<file path="config.mk">
export PLATFORM = sky130hd
export DESIGN_NAME = aqh_async_queue_host_port
export DESIGN_NICKNAME = d
export VERILOG_FILES = /design/src/include/aqh_pkg.sv /design/src/verilog/aqh_async_queue_host_port.sv
export SDC_FILE = /design/constraint.sdc
export NUM_CORES = 2
export LEC_CHECK = 0
export ABC_AREA = 0
export BUFFER_PORTS_ARGS = -buffer_cell sky130_fd_sc_hd__buf_2
export CORE_ASPECT_RATIO = 0.7
export CORE_MARGIN = 1
export CORE_UTILIZATION = 40
export CTS_CLUSTER_SIZE = 14
export DETAILED_ROUTE_END_ITERATION = 10
export HOLD_SLACK_MARGIN = 0.05
export SLEW_MARGIN = 20
export SYNTH_ARGS = -nofsm -noshare
export SYNTH_HDL_FRONTEND = slang
export SYNTH_SLANG_ARGS = --single-unit
</file>
<file path="constraint.sdc">
create_clock -name pclk -period 5.5 [get_ports pclk]
set_clock_uncertainty 0.2 [all_clocks]
set_input_delay 0.275 -clock pclk [delete_from_list [all_inputs] [get_ports pclk]]
set_output_delay 0.275 -clock pclk [all_outputs]
set_load 0.005 [all_outputs]
</file>
<file path="src/include/aqh_pkg.sv">
// Constants and register map for the asynchronous queue host port
package aqh_pkg;

    // APB address width and register byte offsets
    localparam int AQH_ADDR_W = 12;
    localparam logic [AQH_ADDR_W-1:0] AQH_OFF_ASYNC_QUEUE_STATUS = 12'h084;
    localparam logic [AQH_ADDR_W-1:0] AQH_OFF_TX_REQUEST_NEXT_QUADLET = 12'h088;
    localparam logic [AQH_ADDR_W-1:0] AQH_OFF_TX_REQUEST_LAST_QUADLET = 12'h08c;
    localparam logic [AQH_ADDR_W-1:0] AQH_OFF_TX_RESPONSE_NEXT_QUADLET = 12'h090;
    localparam logic [AQH_ADDR_W-1:0] AQH_OFF_TX_RESPONSE_LAST_QUADLET = 12'h094;
    localparam logic [AQH_ADDR_W-1:0] AQH_OFF_IRQ_STATUS = 12'h0c0;
    localparam logic [AQH_ADDR_W-1:0] AQH_OFF_IRQ_MASK = 12'h0c4;
    localparam logic [AQH_ADDR_W-1:0] AQH_OFF_WRITE_READY = 12'h0c8;

    // Reset values
    localparam logic [31:0] AQH_STATUS_RESET = 32'h00033333;
    localparam logic [5:0] AQH_IRQ_MASK_RESET = 6'h00;

    // Status word: idle bits and per-queue flag nibble
    localparam int AQH_TX_RESP_IDLE_BIT = 17;
    localparam int AQH_TX_REQ_IDLE_BIT = 16;
    localparam int AQH_FLAG_EMPTY = 0;
    localparam int AQH_FLAG_FIVE_FREE = 1;
    localparam int AQH_FLAG_ONE_LEFT = 2;
    localparam int AQH_FLAG_FULL = 3;

    // Queue indices and the low bit of each queue's flag nibble
    localparam int AQH_NUM_QUEUES = 4;
    localparam int AQH_Q_TX_REQ = 0;
    localparam int AQH_Q_TX_RESP = 1;
    localparam int AQH_Q_RX_REQ = 2;
    localparam int AQH_Q_RX_RESP = 3;
    localparam int AQH_NIBBLE_BASE [AQH_NUM_QUEUES] = '{0, 4, 8, 12};

    // Interrupt status bits
    localparam int AQH_IRQ_W = 6;
    localparam int AQH_IRQ_TX_REQ_MOVED = 0;
    localparam int AQH_IRQ_TX_RESP_MOVED = 1;
    localparam int AQH_IRQ_RX_REQ_ARRIVED = 2;
    localparam int AQH_IRQ_RX_RESP_ARRIVED = 3;
    localparam int AQH_IRQ_TX_REQ_OVERRUN = 4;
    localparam int AQH_IRQ_TX_RESP_OVERRUN = 5;

    // Write-ready register bits
    localparam int AQH_WR_TX_REQ_READY_BIT = 0;
    localparam int AQH_WR_TX_RESP_READY_BIT = 1;

    // Queue geometry
    localparam int AQH_QUEUE_DEPTH = 16;
    localparam int AQH_MIN_DEPTH = 5;
    localparam int AQH_FIVE = 5;
    localparam int AQH_QUADLET_W = 32;

endpackage

</file>
<file path="src/verilog/aqh_async_queue_host_port.sv">
// Host port of the asynchronous packet queues: APB registers, transfer holding registers, four queues
//
// What this block does
// Undefined status word bits always read zero.
// Status bit 17 is high while the response holding register is empty.
// Status bit 16 is high while the request holding register is empty.
// Bits 15..12: receive response queue full, one left, five free, empty.
// Bits 11..8: receive request queue full, one left, five free, empty.
// Bits 7..4: transmit response queue full, one left, five free, empty.
// Bits 3..0: transmit request queue full, one left, five free, empty.
// Request-next write queues a first or middle quadlet for requests.
// Request-last write queues the closing quadlet of a request packet.
// Request write drops request write-ready until the quadlet enters its queue.
// Response-next write queues a first or middle quadlet for responses.
// Response-last write queues the closing quadlet of a response packet.
// Response write drops response write-ready until the quadlet enters its queue.
// Host writes next quadlets, then one last, waiting for write-ready each time.
// After reset both paths idle, queues empty, five free, no full flags.
`timescale 1ns/1ps
`default_nettype none

module aqh_async_queue_host_port
    import aqh_pkg::*;
#(
    parameter int QUEUE_DEPTH = AQH_QUEUE_DEPTH
) (
    input wire logic pclk,
    input wire logic presetn,
    input wire logic psel,
    input wire logic penable,
    input wire logic pwrite,
    input wire logic [AQH_ADDR_W-1:0] paddr,
    input wire logic [31:0] pwdata,
    output logic pready,
    output logic [31:0] prdata,
    output logic pslverr,
    output logic irq,
    output logic [AQH_QUADLET_W-1:0] tx_req_data,
    output logic tx_req_last,
    output logic tx_req_valid,
    input wire logic tx_req_ready,
    output logic [AQH_QUADLET_W-1:0] tx_resp_data,
    output logic tx_resp_last,
    output logic tx_resp_valid,
    input wire logic tx_resp_ready,
    input wire logic [AQH_QUADLET_W-1:0] rx_req_in_data,
    input wire logic rx_req_in_last,
    input wire logic rx_req_in_valid,
    output logic rx_req_in_ready,
    input wire logic [AQH_QUADLET_W-1:0] rx_resp_in_data,
    input wire logic rx_resp_in_last,
    input wire logic rx_resp_in_valid,
    output logic rx_resp_in_ready,
    output logic [AQH_QUADLET_W-1:0] rx_req_out_data,
    output logic rx_req_out_last,
    output logic rx_req_out_valid,
    input wire logic rx_req_out_ready,
    output logic [AQH_QUADLET_W-1:0] rx_resp_out_data,
    output logic rx_resp_out_last,
    output logic rx_resp_out_valid,
    input wire logic rx_resp_out_ready
);

    localparam int ENTRY_W = AQH_QUADLET_W + 1;
    localparam int CNT_W = $clog2(QUEUE_DEPTH + 1);
    localparam int PTR_W = $clog2(QUEUE_DEPTH);
    localparam logic [CNT_W-1:0] DEPTH_C = CNT_W'(QUEUE_DEPTH);
    localparam logic [CNT_W-1:0] ONE_LEFT_C = CNT_W'(QUEUE_DEPTH - 1);
    localparam logic [CNT_W-1:0] FIVE_LIMIT_C = CNT_W'(QUEUE_DEPTH - AQH_FIVE);
    localparam logic [PTR_W-1:0] LAST_PTR_C = PTR_W'(QUEUE_DEPTH - 1);

    // Reset status relies on a depth that shows five free quadlets when empty
    if (QUEUE_DEPTH < AQH_MIN_DEPTH) begin : g_depth_check
        $error("QUEUE_DEPTH must be at least five");
    end

    // APB phase decode
    logic setup_phase;
    logic access_phase;
    logic access_write;
    logic access_read;
    assign setup_phase = psel & ~penable;
    assign access_phase = psel & penable;
    assign access_write = access_phase & pwrite;
    assign access_read = access_phase & ~pwrite;


    // Register hits taken in the access cycle only
    logic wr_req_next;
    logic wr_req_last;
    logic wr_resp_next;
    logic wr_resp_last;
    logic wr_irq_mask;
    logic rd_irq_status;
    assign wr_req_next = access_write && (paddr == AQH_OFF_TX_REQUEST_NEXT_QUADLET);
    assign wr_req_last = access_write && (paddr == AQH_OFF_TX_REQUEST_LAST_QUADLET);
    assign wr_resp_next = access_write && (paddr == AQH_OFF_TX_RESPONSE_NEXT_QUADLET);
    assign wr_resp_last = access_write && (paddr == AQH_OFF_TX_RESPONSE_LAST_QUADLET);
    assign wr_irq_mask = access_write && (paddr == AQH_OFF_IRQ_MASK);
    assign rd_irq_status = access_read && (paddr == AQH_OFF_IRQ_STATUS);

    // Queue-side handshakes, one slot per queue
    logic q_in_valid [AQH_NUM_QUEUES];
    logic q_in_ready [AQH_NUM_QUEUES];
    logic [ENTRY_W-1:0] q_in_data [AQH_NUM_QUEUES];
    logic q_out_valid [AQH_NUM_QUEUES];
    logic q_out_ready [AQH_NUM_QUEUES];
    logic [ENTRY_W-1:0] q_out_data [AQH_NUM_QUEUES];
    logic [3:0] q_flags [AQH_NUM_QUEUES];

    // Transmit transfer holding registers
    logic req_hold_valid;
    logic req_hold_last;
    logic [AQH_QUADLET_W-1:0] req_hold_data;
    logic resp_hold_valid;
    logic resp_hold_last;
    logic [AQH_QUADLET_W-1:0] resp_hold_data;
    logic req_write_hit;
    logic resp_write_hit;
    logic req_moved;
    logic resp_moved;
    logic tx_req_write_ready;
    logic tx_resp_write_ready;

    assign req_write_hit = wr_req_next | wr_req_last;
    assign resp_write_hit = wr_resp_next | wr_resp_last;
    assign req_moved = req_hold_valid & q_in_ready[AQH_Q_TX_REQ];

    assign resp_moved = resp_hold_valid & q_in_ready[AQH_Q_TX_RESP];

    // Write-ready and idle share one source: holding register empty
    assign tx_req_write_ready = ~req_hold_valid;
    assign tx_resp_write_ready = ~resp_hold_valid;

    // Write while occupied is dropped; the host is expected to wait
    always_ff @(posedge pclk or negedge presetn) begin
        if (!presetn) begin
            req_hold_valid <= 1'b0;
            req_hold_last <= 1'b0;
            req_hold_data <= '0;
        end else if (req_write_hit && !req_hold_valid) begin
            req_hold_valid <= 1'b1;
            req_hold_last <= wr_req_last;
            req_hold_data <= pwdata;
        end else if (req_moved) begin
            req_hold_valid <= 1'b0;
        end
    end

    always_ff @(posedge pclk or negedge presetn) begin
        if (!presetn) begin
            resp_hold_valid <= 1'b0;
            resp_hold_last <= 1'b0;
            resp_hold_data <= '0;
        end else if (resp_write_hit && !resp_hold_valid) begin
            resp_hold_valid <= 1'b1;
            resp_hold_last <= wr_resp_last;
            resp_hold_data <= pwdata;
        end else if (resp_moved) begin
            resp_hold_valid <= 1'b0;
        end
    end

    // Queue inputs: holding registers on the transmit side, link on the receive side
    assign q_in_valid[AQH_Q_TX_REQ] = req_hold_valid;
    assign q_in_data[AQH_Q_TX_REQ] = {req_hold_last, req_hold_data};
    assign q_in_valid[AQH_Q_TX_RESP] = resp_hold_valid;
    assign q_in_data[AQH_Q_TX_RESP] = {resp_hold_last, resp_hold_data};
    assign q_in_valid[AQH_Q_RX_REQ] = rx_req_in_valid;
    assign q_in_data[AQH_Q_RX_REQ] = {rx_req_in_last, rx_req_in_data};
    assign q_in_valid[AQH_Q_RX_RESP] = rx_resp_in_valid;
    assign q_in_data[AQH_Q_RX_RESP] = {rx_resp_in_last, rx_resp_in_data};
    assign rx_req_in_ready = q_in_ready[AQH_Q_RX_REQ];
    assign rx_resp_in_ready = q_in_ready[AQH_Q_RX_RESP];

    // Queue outputs toward the link core and receive readers
    assign q_out_ready[AQH_Q_TX_REQ] = tx_req_ready;
    assign q_out_ready[AQH_Q_TX_RESP] = tx_resp_ready;
    assign q_out_ready[AQH_Q_RX_REQ] = rx_req_out_ready;
    assign q_out_ready[AQH_Q_RX_RESP] = rx_resp_out_ready;
    assign tx_req_valid = q_out_valid[AQH_Q_TX_REQ];
    assign {tx_req_last, tx_req_data} = q_out_data[AQH_Q_TX_REQ];
    assign tx_resp_valid = q_out_valid[AQH_Q_TX_RESP];
    assign {tx_resp_last, tx_resp_data} = q_out_data[AQH_Q_TX_RESP];
    assign rx_req_out_valid = q_out_valid[AQH_Q_RX_REQ];
    assign {rx_req_out_last, rx_req_out_data} = q_out_data[AQH_Q_RX_REQ];
    assign rx_resp_out_valid = q_out_valid[AQH_Q_RX_RESP];
    assign {rx_resp_out_last, rx_resp_out_data} = q_out_data[AQH_Q_RX_RESP];

    // Four identical circular queues, last-quadlet mark stored in the top bit
    for (genvar q = 0; q < AQH_NUM_QUEUES; q++) begin : g_queue
        logic [ENTRY_W-1:0] mem [QUEUE_DEPTH];
        logic [PTR_W-1:0] wr_ptr;
        logic [PTR_W-1:0] rd_ptr;
        logic [CNT_W-1:0] count;
        logic push;
        logic pop;

        assign q_in_ready[q] = (count != DEPTH_C);
        assign q_out_valid[q] = (count != '0);
        assign q_out_data[q] = mem[rd_ptr];
        assign push = q_in_valid[q] & q_in_ready[q];
        assign pop = q_out_valid[q] & q_out_ready[q];

        // Storage has no reset; count and pointers guard every read
        always_ff @(posedge pclk) begin
            if (push) begin
                mem[wr_ptr] <= q_in_data[q];
            end
        end

        always_ff @(posedge pclk or negedge presetn) begin
            if (!presetn) begin
                wr_ptr <= '0;
            end else if (push) begin
                wr_ptr <= (wr_ptr == LAST_PTR_C) ? '0 : wr_ptr + 1'b1;
            end
        end

        always_ff @(posedge pclk or negedge presetn) begin
            if (!presetn) begin
                rd_ptr <= '0;
            end else if (pop) begin
                rd_ptr <= (rd_ptr == LAST_PTR_C) ? '0 : rd_ptr + 1'b1;
            end
        end

        // Push and pop together leave the count unchanged
        always_ff @(posedge pclk or negedge presetn) begin
            if (!presetn) begin
                count <= '0;
            end else if (push && !pop) begin
                count <= count + 1'b1;
            end else if (pop && !push) begin
                count <= count - 1'b1;
            end
        end

        // Occupancy flags in nibble order: full, one left, five free, empty
        always_comb begin
            q_flags[q] = '0;
            q_flags[q][AQH_FLAG_FULL] = (count == DEPTH_C);
            q_flags[q][AQH_FLAG_ONE_LEFT] = (count == ONE_LEFT_C);
            q_flags[q][AQH_FLAG_FIVE_FREE] = (count <= FIVE_LIMIT_C);
            q_flags[q][AQH_FLAG_EMPTY] = (count == '0);
        end
    end

    // Status word assembly
    logic [31:0] status_word;
    always_comb begin
        status_word = '0;
        status_word[AQH_TX_RESP_IDLE_BIT] = ~resp_hold_valid;
        status_word[AQH_TX_REQ_IDLE_BIT] = ~req_hold_valid;
        for (int i = 0; i < AQH_NUM_QUEUES; i++) begin
            status_word[AQH_NIBBLE_BASE[i] +: 4] = q_flags[i];
        end
    end


    // Interrupt events; overrun is a transfer write dropped while busy
    logic [AQH_IRQ_W-1:0] irq_events;
    always_comb begin
        irq_events = '0;
        irq_events[AQH_IRQ_TX_REQ_MOVED] = req_moved;
        irq_events[AQH_IRQ_TX_RESP_MOVED] = resp_moved;
        irq_events[AQH_IRQ_RX_REQ_ARRIVED] = rx_req_in_valid & q_in_ready[AQH_Q_RX_REQ];
        irq_events[AQH_IRQ_RX_RESP_ARRIVED] = rx_resp_in_valid & q_in_ready[AQH_Q_RX_RESP];
        irq_events[AQH_IRQ_TX_REQ_OVERRUN] = req_write_hit & req_hold_valid;
        irq_events[AQH_IRQ_TX_RESP_OVERRUN] = resp_write_hit & resp_hold_valid;
    end

    logic [AQH_IRQ_W-1:0] irq_status;
    logic [AQH_IRQ_W-1:0] irq_mask;
    logic [AQH_IRQ_W-1:0] irq_snapshot;

    // Snapshot taken with the read data so only reported bits get cleared
    always_ff @(posedge pclk or negedge presetn) begin
        if (!presetn) begin
            irq_snapshot <= '0;
        end else if (setup_phase && !pwrite && paddr == AQH_OFF_IRQ_STATUS) begin
            irq_snapshot <= irq_status;
        end
    end

    // New events win over the read clear
    always_ff @(posedge pclk or negedge presetn) begin
        if (!presetn) begin
            irq_status <= '0;
        end else if (rd_irq_status) begin
            irq_status <= (irq_status & ~irq_snapshot) | irq_events;
        end else begin
            irq_status <= irq_status | irq_events;
        end
    end

    always_ff @(posedge pclk or negedge presetn) begin
        if (!presetn) begin
            irq_mask <= AQH_IRQ_MASK_RESET;
        end else if (wr_irq_mask) begin
            irq_mask <= pwdata[AQH_IRQ_W-1:0];
        end
    end


    // Level output follows the masked next status, one cycle after an event
    always_ff @(posedge pclk or negedge presetn) begin
        if (!presetn) begin
            irq <= 1'b0;
        end else begin
            irq <= |(next_irq_status_masked());
        end
    end


    // Same update as the status register, so irq never lags a clear
    function automatic logic [AQH_IRQ_W-1:0] next_irq_status_masked();
        logic [AQH_IRQ_W-1:0] next_status;
        if (rd_irq_status) begin
            next_status = (irq_status & ~irq_snapshot) | irq_events;
        end else begin
            next_status = irq_status | irq_events;
        end
        return next_status & irq_mask;
    endfunction


    // Read mux and access legality
    logic [31:0] read_value;
    logic read_ok;
    logic write_ok;
    always_comb begin
        read_value = '0;
        read_ok = 1'b0;
        write_ok = 1'b0;
        if (paddr == AQH_OFF_ASYNC_QUEUE_STATUS) begin
            read_value = status_word;
            read_ok = 1'b1;
        end else if (paddr == AQH_OFF_TX_REQUEST_NEXT_QUADLET || paddr == AQH_OFF_TX_REQUEST_LAST_QUADLET) begin
            write_ok = 1'b1;
        end else if (paddr == AQH_OFF_TX_RESPONSE_NEXT_QUADLET || paddr == AQH_OFF_TX_RESPONSE_LAST_QUADLET) begin
            write_ok = 1'b1;
        end else if (paddr == AQH_OFF_IRQ_STATUS) begin
            read_value[AQH_IRQ_W-1:0] = irq_status;
            read_ok = 1'b1;
        end else if (paddr == AQH_OFF_IRQ_MASK) begin
            read_value[AQH_IRQ_W-1:0] = irq_mask;
            read_ok = 1'b1;
            write_ok = 1'b1;
        end else if (paddr == AQH_OFF_WRITE_READY) begin
            read_value[AQH_WR_TX_REQ_READY_BIT] = tx_req_write_ready;
            read_value[AQH_WR_TX_RESP_READY_BIT] = tx_resp_write_ready;
            read_ok = 1'b1;
        end
    end

    // Read data registered in the setup cycle, stable through the access cycle
    always_ff @(posedge pclk or negedge presetn) begin
        if (!presetn) begin
            prdata <= '0;
        end else if (setup_phase && !pwrite) begin
            prdata <= read_value;
        end
    end


    // Zero wait states: every access ends in its first access cycle
    assign pready = 1'b1;

    // Refused accesses change nothing besides the error response
    assign pslverr = access_phase & (pwrite ? ~write_ok : ~read_ok);

endmodule

`default_nettype wire
</file>
# Word level (Yosys, flattened, before mapping)
# Memories as Yosys holds them, arrays and structs flattened.
# Cells that the tools add are included.
[word_totals]
word_cells = 198
output_inout_bits = 173
regBits = 171
inputBits = 121
mem_bits_rw = 2112
n_memories = 4
[classes]
n_bitwise = 28
muxes = 49
magnitude_cmp = 4
eq_ne = 28
n_addsub = 16
reduce_logical = 46
[memory_table]
columns = ["memory", "words", "width", "read_ports", "rd_ports_with_merged_regs", "write_ports", "line_no", "source"]
rows = [
  ["g_queue[0].mem", 16, 33, 1, 0, 1, "aqh_async_queue_host_port.sv:192", "logic [ENTRY_W-1:0] mem [QUEUE_DEPTH];"],
  ["g_queue[1].mem", 16, 33, 1, 0, 1, "aqh_async_queue_host_port.sv:192", ""],
  ["g_queue[2].mem", 16, 33, 1, 0, 1, "aqh_async_queue_host_port.sv:192", ""],
  ["g_queue[3].mem", 16, 33, 1, 0, 1, "aqh_async_queue_host_port.sv:192", ""],
]
[op_table]
columns = ["op", "count"]
rows = [
  ["$eq 12x8->1 const B", 8],
  ["$mux 5", 8],
  ["$mux 4", 9],
  ["$add 4x1->4 const B", 8],
  ["$eq 4x4->1 const B", 8],
  ["$mux 6", 5],
  ["$mux 1", 24],
  ["$add 5x1->5 const B", 4],
  ["$eq 5x4->1 const B", 4],
  ["$eq 5x5->1 const B", 4],
  ["$le 5x4->1 const B", 4],
  ["$logic_not 5->1", 4],
  ["$ne 5x5->1 const B", 4],
  ["$reduce_bool 5->1", 4],
  ["$sub 5x1->5 const B", 4],
  ["$logic_and 1x1->1", 18],
  ["$and 1x1->1", 15],
  ["$and 6x6->6", 2],
  ["$mux 12", 1],
  ["$or 6x6->6", 2],
  ["$reduce_bool 2->1", 6],
  ["$logic_not 1->1", 11],
  ["$not 1->1", 6],
  ["$not 6->6", 1],
  ["other kinds (4)", 7],
]

# Logic depth before layout (Yosys ltp)
[logic_depth]
depth_word = 10
ltp_mapped = 11
mapped_depth_nobuf = 11

# Least setup slack after synthesis
# No wires, ideal clock.
[synth_timing]
kind = "flip-flop to flip-flop"
start = "register resp_hold_valid"
end = "memory g_queue[1].mem[0][0] (netlist bit) (enable)"
t_arrival_ns = 3.613
slack_ns = 1.222
setup_time_ns = 0.464
path_stages_with_launch = 6
path_buffers = 2
cell_sequence = "dfrtp_1 clkbuf_1 a21boi_0 clkbuf_1 nand2_1 nor3_1"
[synth_via]
elab_chain_len = 3
[synth_rtl]
columns = ["item", "line_no", "source"]
rows = [
  ["start, declared", "aqh_async_queue_host_port.sv:115", "logic resp_hold_valid;"],
  ["start signal, assigned", "aqh_async_queue_host_port.sv:152", "resp_hold_valid <= 1'b0;"],
  ["start signal, assigned", "aqh_async_queue_host_port.sv:156", "resp_hold_valid <= 1'b1;"],
  ["start signal, assigned", "aqh_async_queue_host_port.sv:160", "resp_hold_valid <= 1'b0;"],
  ["$and 1x1->1", "aqh_async_queue_host_port.sv:202", "assign push = q_in_valid[q] & q_in_ready[q];"],
  ["net g_queue[1].push", "aqh_async_queue_host_port.sv:196", "logic push;"],
  ["$mux 1", "aqh_async_queue_host_port.sv:207", "if (push) begin"],
  ["$mux 1 (implied by the code)", "aqh_async_queue_host_port.sv:208", "mem[wr_ptr] <= q_in_data[q];"],
  ["end, declared", "aqh_async_queue_host_port.sv:192", ""],
]
# The timed path passes the listed nets, and every way through them passes these cells.

# Worst setup path in the final report
[layout_timing]
start = "register g_queue[1].rd_ptr[2]"
end = "output port tx_resp_data[25]"
[layout_via]
elab_chain_len = 1
[layout_rtl]
columns = ["item", "line_no", "source"]
rows = [
  ["start, declared", "aqh_async_queue_host_port.sv:194", "logic [PTR_W-1:0] rd_ptr;"],
  ["start signal, assigned", "aqh_async_queue_host_port.sv:224", "rd_ptr <= (rd_ptr == LAST_PTR_C) ? '0 : rd_ptr + 1'b1;"],
  ["$mem_v2 16x33", "n/a", ""],
  ["end, declared", "aqh_async_queue_host_port.sv:42", "output logic [AQH_QUADLET_W-1:0] tx_resp_data,"],
]
# No other way between the ends.

==> flow_metrics.tcl <==
set metrics [dict create \
    grt_max_degree 110 \
    gp_congestion 0.751 \
    power_uw 45200 \
    hold_start "pwdata[29]" \
    holdPathStages 4 \
    postRouteAntennaNets 0 \
    dr.pass1.iters 5 \
    cp-end-kind "output port" \
    grt.total_usage_pct 18.8 \
    synth_seq_cells 2269 \
    dieWidth_um 560 \
    cp_top_family "buffers and inverters" \
    status "completed" \
    final_util_pct 46.9 \
    cts_tree "done" \
    clk_latency_ps 860 \
    reg2reg_from "g_queue[3].count[1]$_DFFE_PN0P_" \
    wl_um 208000 \
    min_to "req_hold_data[29]$_DFFE_PN0P_" \
    fmax_ghz 0.237 \
    synth.avg_cell_area_sq_um 22.2 \
    power_density_nw_per_um2 448 \
    slew_violations 0 \
    wl_per_cell_um 27.5 \
    max_cap_viol_count 0 \
    critPathKind "reg2out" \
    fin_crit_sh_pct 76.8 \
    timing.rr.end "g_queue[3].count[4]$_DFFE_PN0P_" \
    hold_path.class "in2reg" \
    drt_iter0_markers 4209 \
    path_buf_inv 3 \
    rsz0062_at_grt "false" \
    drc 0 \
    clock-root-buffer "clkbuf_16" \
    cts_buffer_depth 4 \
    dp.final_hpwl_um 112000 \
    via_per_inst 5.51 \
    grt_pass1_wl_um 302000 \
    ioPinCount 294 \
    synth-edff-count 2112 \
    arrival_ps 3750 \
    critPathMaxStageDelay_ps 670 \
    ir_drop_v 0.000448 \
    clk_pin_slew_ps 60 \
    placementRows 142 \
    crit_path_max_fanout 37 \
    crit_top_cell "buf_4" \
    cpMaxStageDelayCell "and2_2" \
    slew_headroom_pct 24.5 \
    start_kind "register" \
    instances_no_fill 7552 \
    antenna_found_initial 10 \
    setup_viol 0 \
    leakage_uw 0.0335 \
    ys_warn_count 0 \
    syn_to_final_growth_pct 15.9 \
    yosysSeqAreaShare_pct 77.3 \
    synth_flop_cell "edfxtp_1" \
    core_area_sq_um 215000 \
    synthArstFlopShare_pct 6.92 \
    htree_levels 4 \
    crit_cells 7 \
    clock_sinks 2269 \
    num-nets-final 4659 \
    yosysUniqueCellTypes 60 \
    reg2reg_slack_ps 2040 \
    netlist_area_sq_um 87200 \
    dieArea_sq_um 220000 \
    hold_violations 0 \
    grt_pass1_vias 42600 \
    port_buffers 278 \
    die_h_um 393 \
    cts_made_buffers 216 \
    via_count 41600 \
    start_util_pct 40.5 \
    layout_min_cycle_time_ps 4220 \
    synth_cells 3931 \
    numPlacedInstances 7005 \
    ff2ff_path_depth 10 \
    gr-total-overflow 0 \
    fin_setup_tns_ps 0 \
    cp.required_ps 5030 \
    drive_gt1_share_pct 29.4 \
    crit_chain "buf_4 > and2_2 > buf_4 > a221oi_1 > o21ai_0 > nand2_1 > buf_2" \
    worstMarginPinSlew_ps 1130 \
]
## sequential cells by signal (all words and copies together) (netlist names)
| register | flops |
|---|---|
| g_queue.mem | 2112 |
| resp_hold_last | 1 |
| resp_hold_valid | 1 |
| g_queue.count | 20 |
| resp_hold_data | 32 |
| req_hold_data | 32 |
| req_hold_valid | 1 |
| irq_mask | 6 |
| irq | 1 |
| irq_status | 6 |
| g_queue.wr_ptr | 16 |
| prdata | 18 |
| irq_snapshot | 6 |
| req_hold_last | 1 |
| g_queue.rd_ptr | 16 |
## layout make-up
type                    count  area (sq um)
inverters                  20          75.1
clock inverters           107           948
repair buffers            555          4030
multi-input cells        1435         19200
fillers                 17700        114000
flip-flops and latches   2269         67400
clock buffers             282          5790
well taps                2880          3600
diodes                      4          10.0
## timing repair
action                     CTS  global route
resized for setup            0             0
hold endpoints to repair  1356             0
setup buffers                0             0
hold buffers               152             0
## metrics by stage
| stage | hold WS [ps] | worst slack (ps) | instance area [sq um] |
|---|---|---|---|
| final | 103 | 1280 | 101000 |
| after global routing | 78.2 | 1070 | 101000 |
| after CTS | 52.8 | 1160 | 101000 |
| after detailed placement | 85.2 | 2100 | 92700 |
| after global placement | 79.3 | 2110 | 92700 |
| after floorplan | -221 | 1220 | 87200 |
## logic make-up (layout without fill, tap and decap cells)
kind of cell	after synthesis	in the layout	synth area share [%]
multiplexers	752	752	16.8
flip-flops	2269	2269	77.3
adder cells (fa/ha/maj)	41	41	0.623
AND/OR/NAND/NOR	354	354	1.84
XOR/XNOR	27	27	0.271
other	2	19	0.00861
AO/OA/AOI/OAI	246	246	2.01
buffers and inverters	240	964	1.23
## report_power, final
part | internal (uW) | switching [uW] | total [uW]
clock | 8040 | 6380 | 14400
sequential | 19700 | 1190 | 20900
combinational | 4890 | 5070 | 9960
total | 32600 | 12600 | 45200
## cells in the mapped netlist (25+ instances only)
| master | count | area share, % |
|---|---|---|
| clkbuf_1 | 109 | 0.47 |
| ha_1 | 37 | 0.53 |
| mux2i_1 | 140 | 1.6 |
| dfrtp_1 | 157 | 4.5 |
| a22oi_1 | 34 | 0.29 |
| buf_2 | 66 | 0.38 |
| nand2_1 | 203 | 0.87 |
| nor2_1 | 47 | 0.20 |
| mux4_2 | 561 | 14 |
| edfxtp_1 | 2112 | 73 |
| o21ai_0 | 66 | 0.38 |
| nand3_1 | 25 | 0.14 |
| mux2_1 | 29 | 0.37 |
| a221oi_1 | 66 | 0.66 |
## worst register-to-register path, cell delays in order (launching register included)
cell	delay, ps
dfrtp_1	430
nor4_1	590
nand2b_1	380
nand2_1	310
ha_1	250
inv_1	140
ha_1	310
a21o_1	180
a21oi_1	210
mux2i_1	250
xnor2_1	130
## cell usage in the layout, fill, tap and decap left out, drive strengths merged, types with 20 or more instances in the layout
cell and count:
a22oi 34, clkinv 82, a21o 20, o21ai 67, nand2 204, ha 37, a221oi 66, mux2 51
inv 27, nand3 25, mux2i 140, clkbuf 282, edfxtp 2112, dfrtp 157, xnor2 20, dlygate4sd3 151
mux4 561, nor3 20, nor2 47, buf 404
## layer usage
metal,global-route usage (%),wire length (um)
met3,3.66,13100
met5,0,55
met4,4.60,4500
met1,27.3,93000
met2,29.4,97300
## worst max-delay path by stage
stage	from	to	slack, ps
3_5_place_dp	g_queue[3].count[1]$_DFFE_PN0P_	g_queue[3].count[4]$_DFFE_PN0P_	2100
2_1_floorplan	resp_hold_valid$_DFFE_PN0P_	g_queue[1].mem[0][0]$_DFFE_PP_	1220
6_report	g_queue[1].rd_ptr[2]$_DFFE_PN0P_	tx_resp_data[25]	1280
3_3_place_gp	g_queue[1].rd_ptr[2]$_DFFE_PN0P_	tx_resp_data[29]	2110
5_1_grt	g_queue[2].rd_ptr[0]$_DFFE_PN0P_	rx_req_out_data[16]	1070
4_1_cts	g_queue[2].rd_ptr[0]$_DFFE_PN0P_	rx_req_out_data[5]	1160
(Power assumes the default switching activity.)
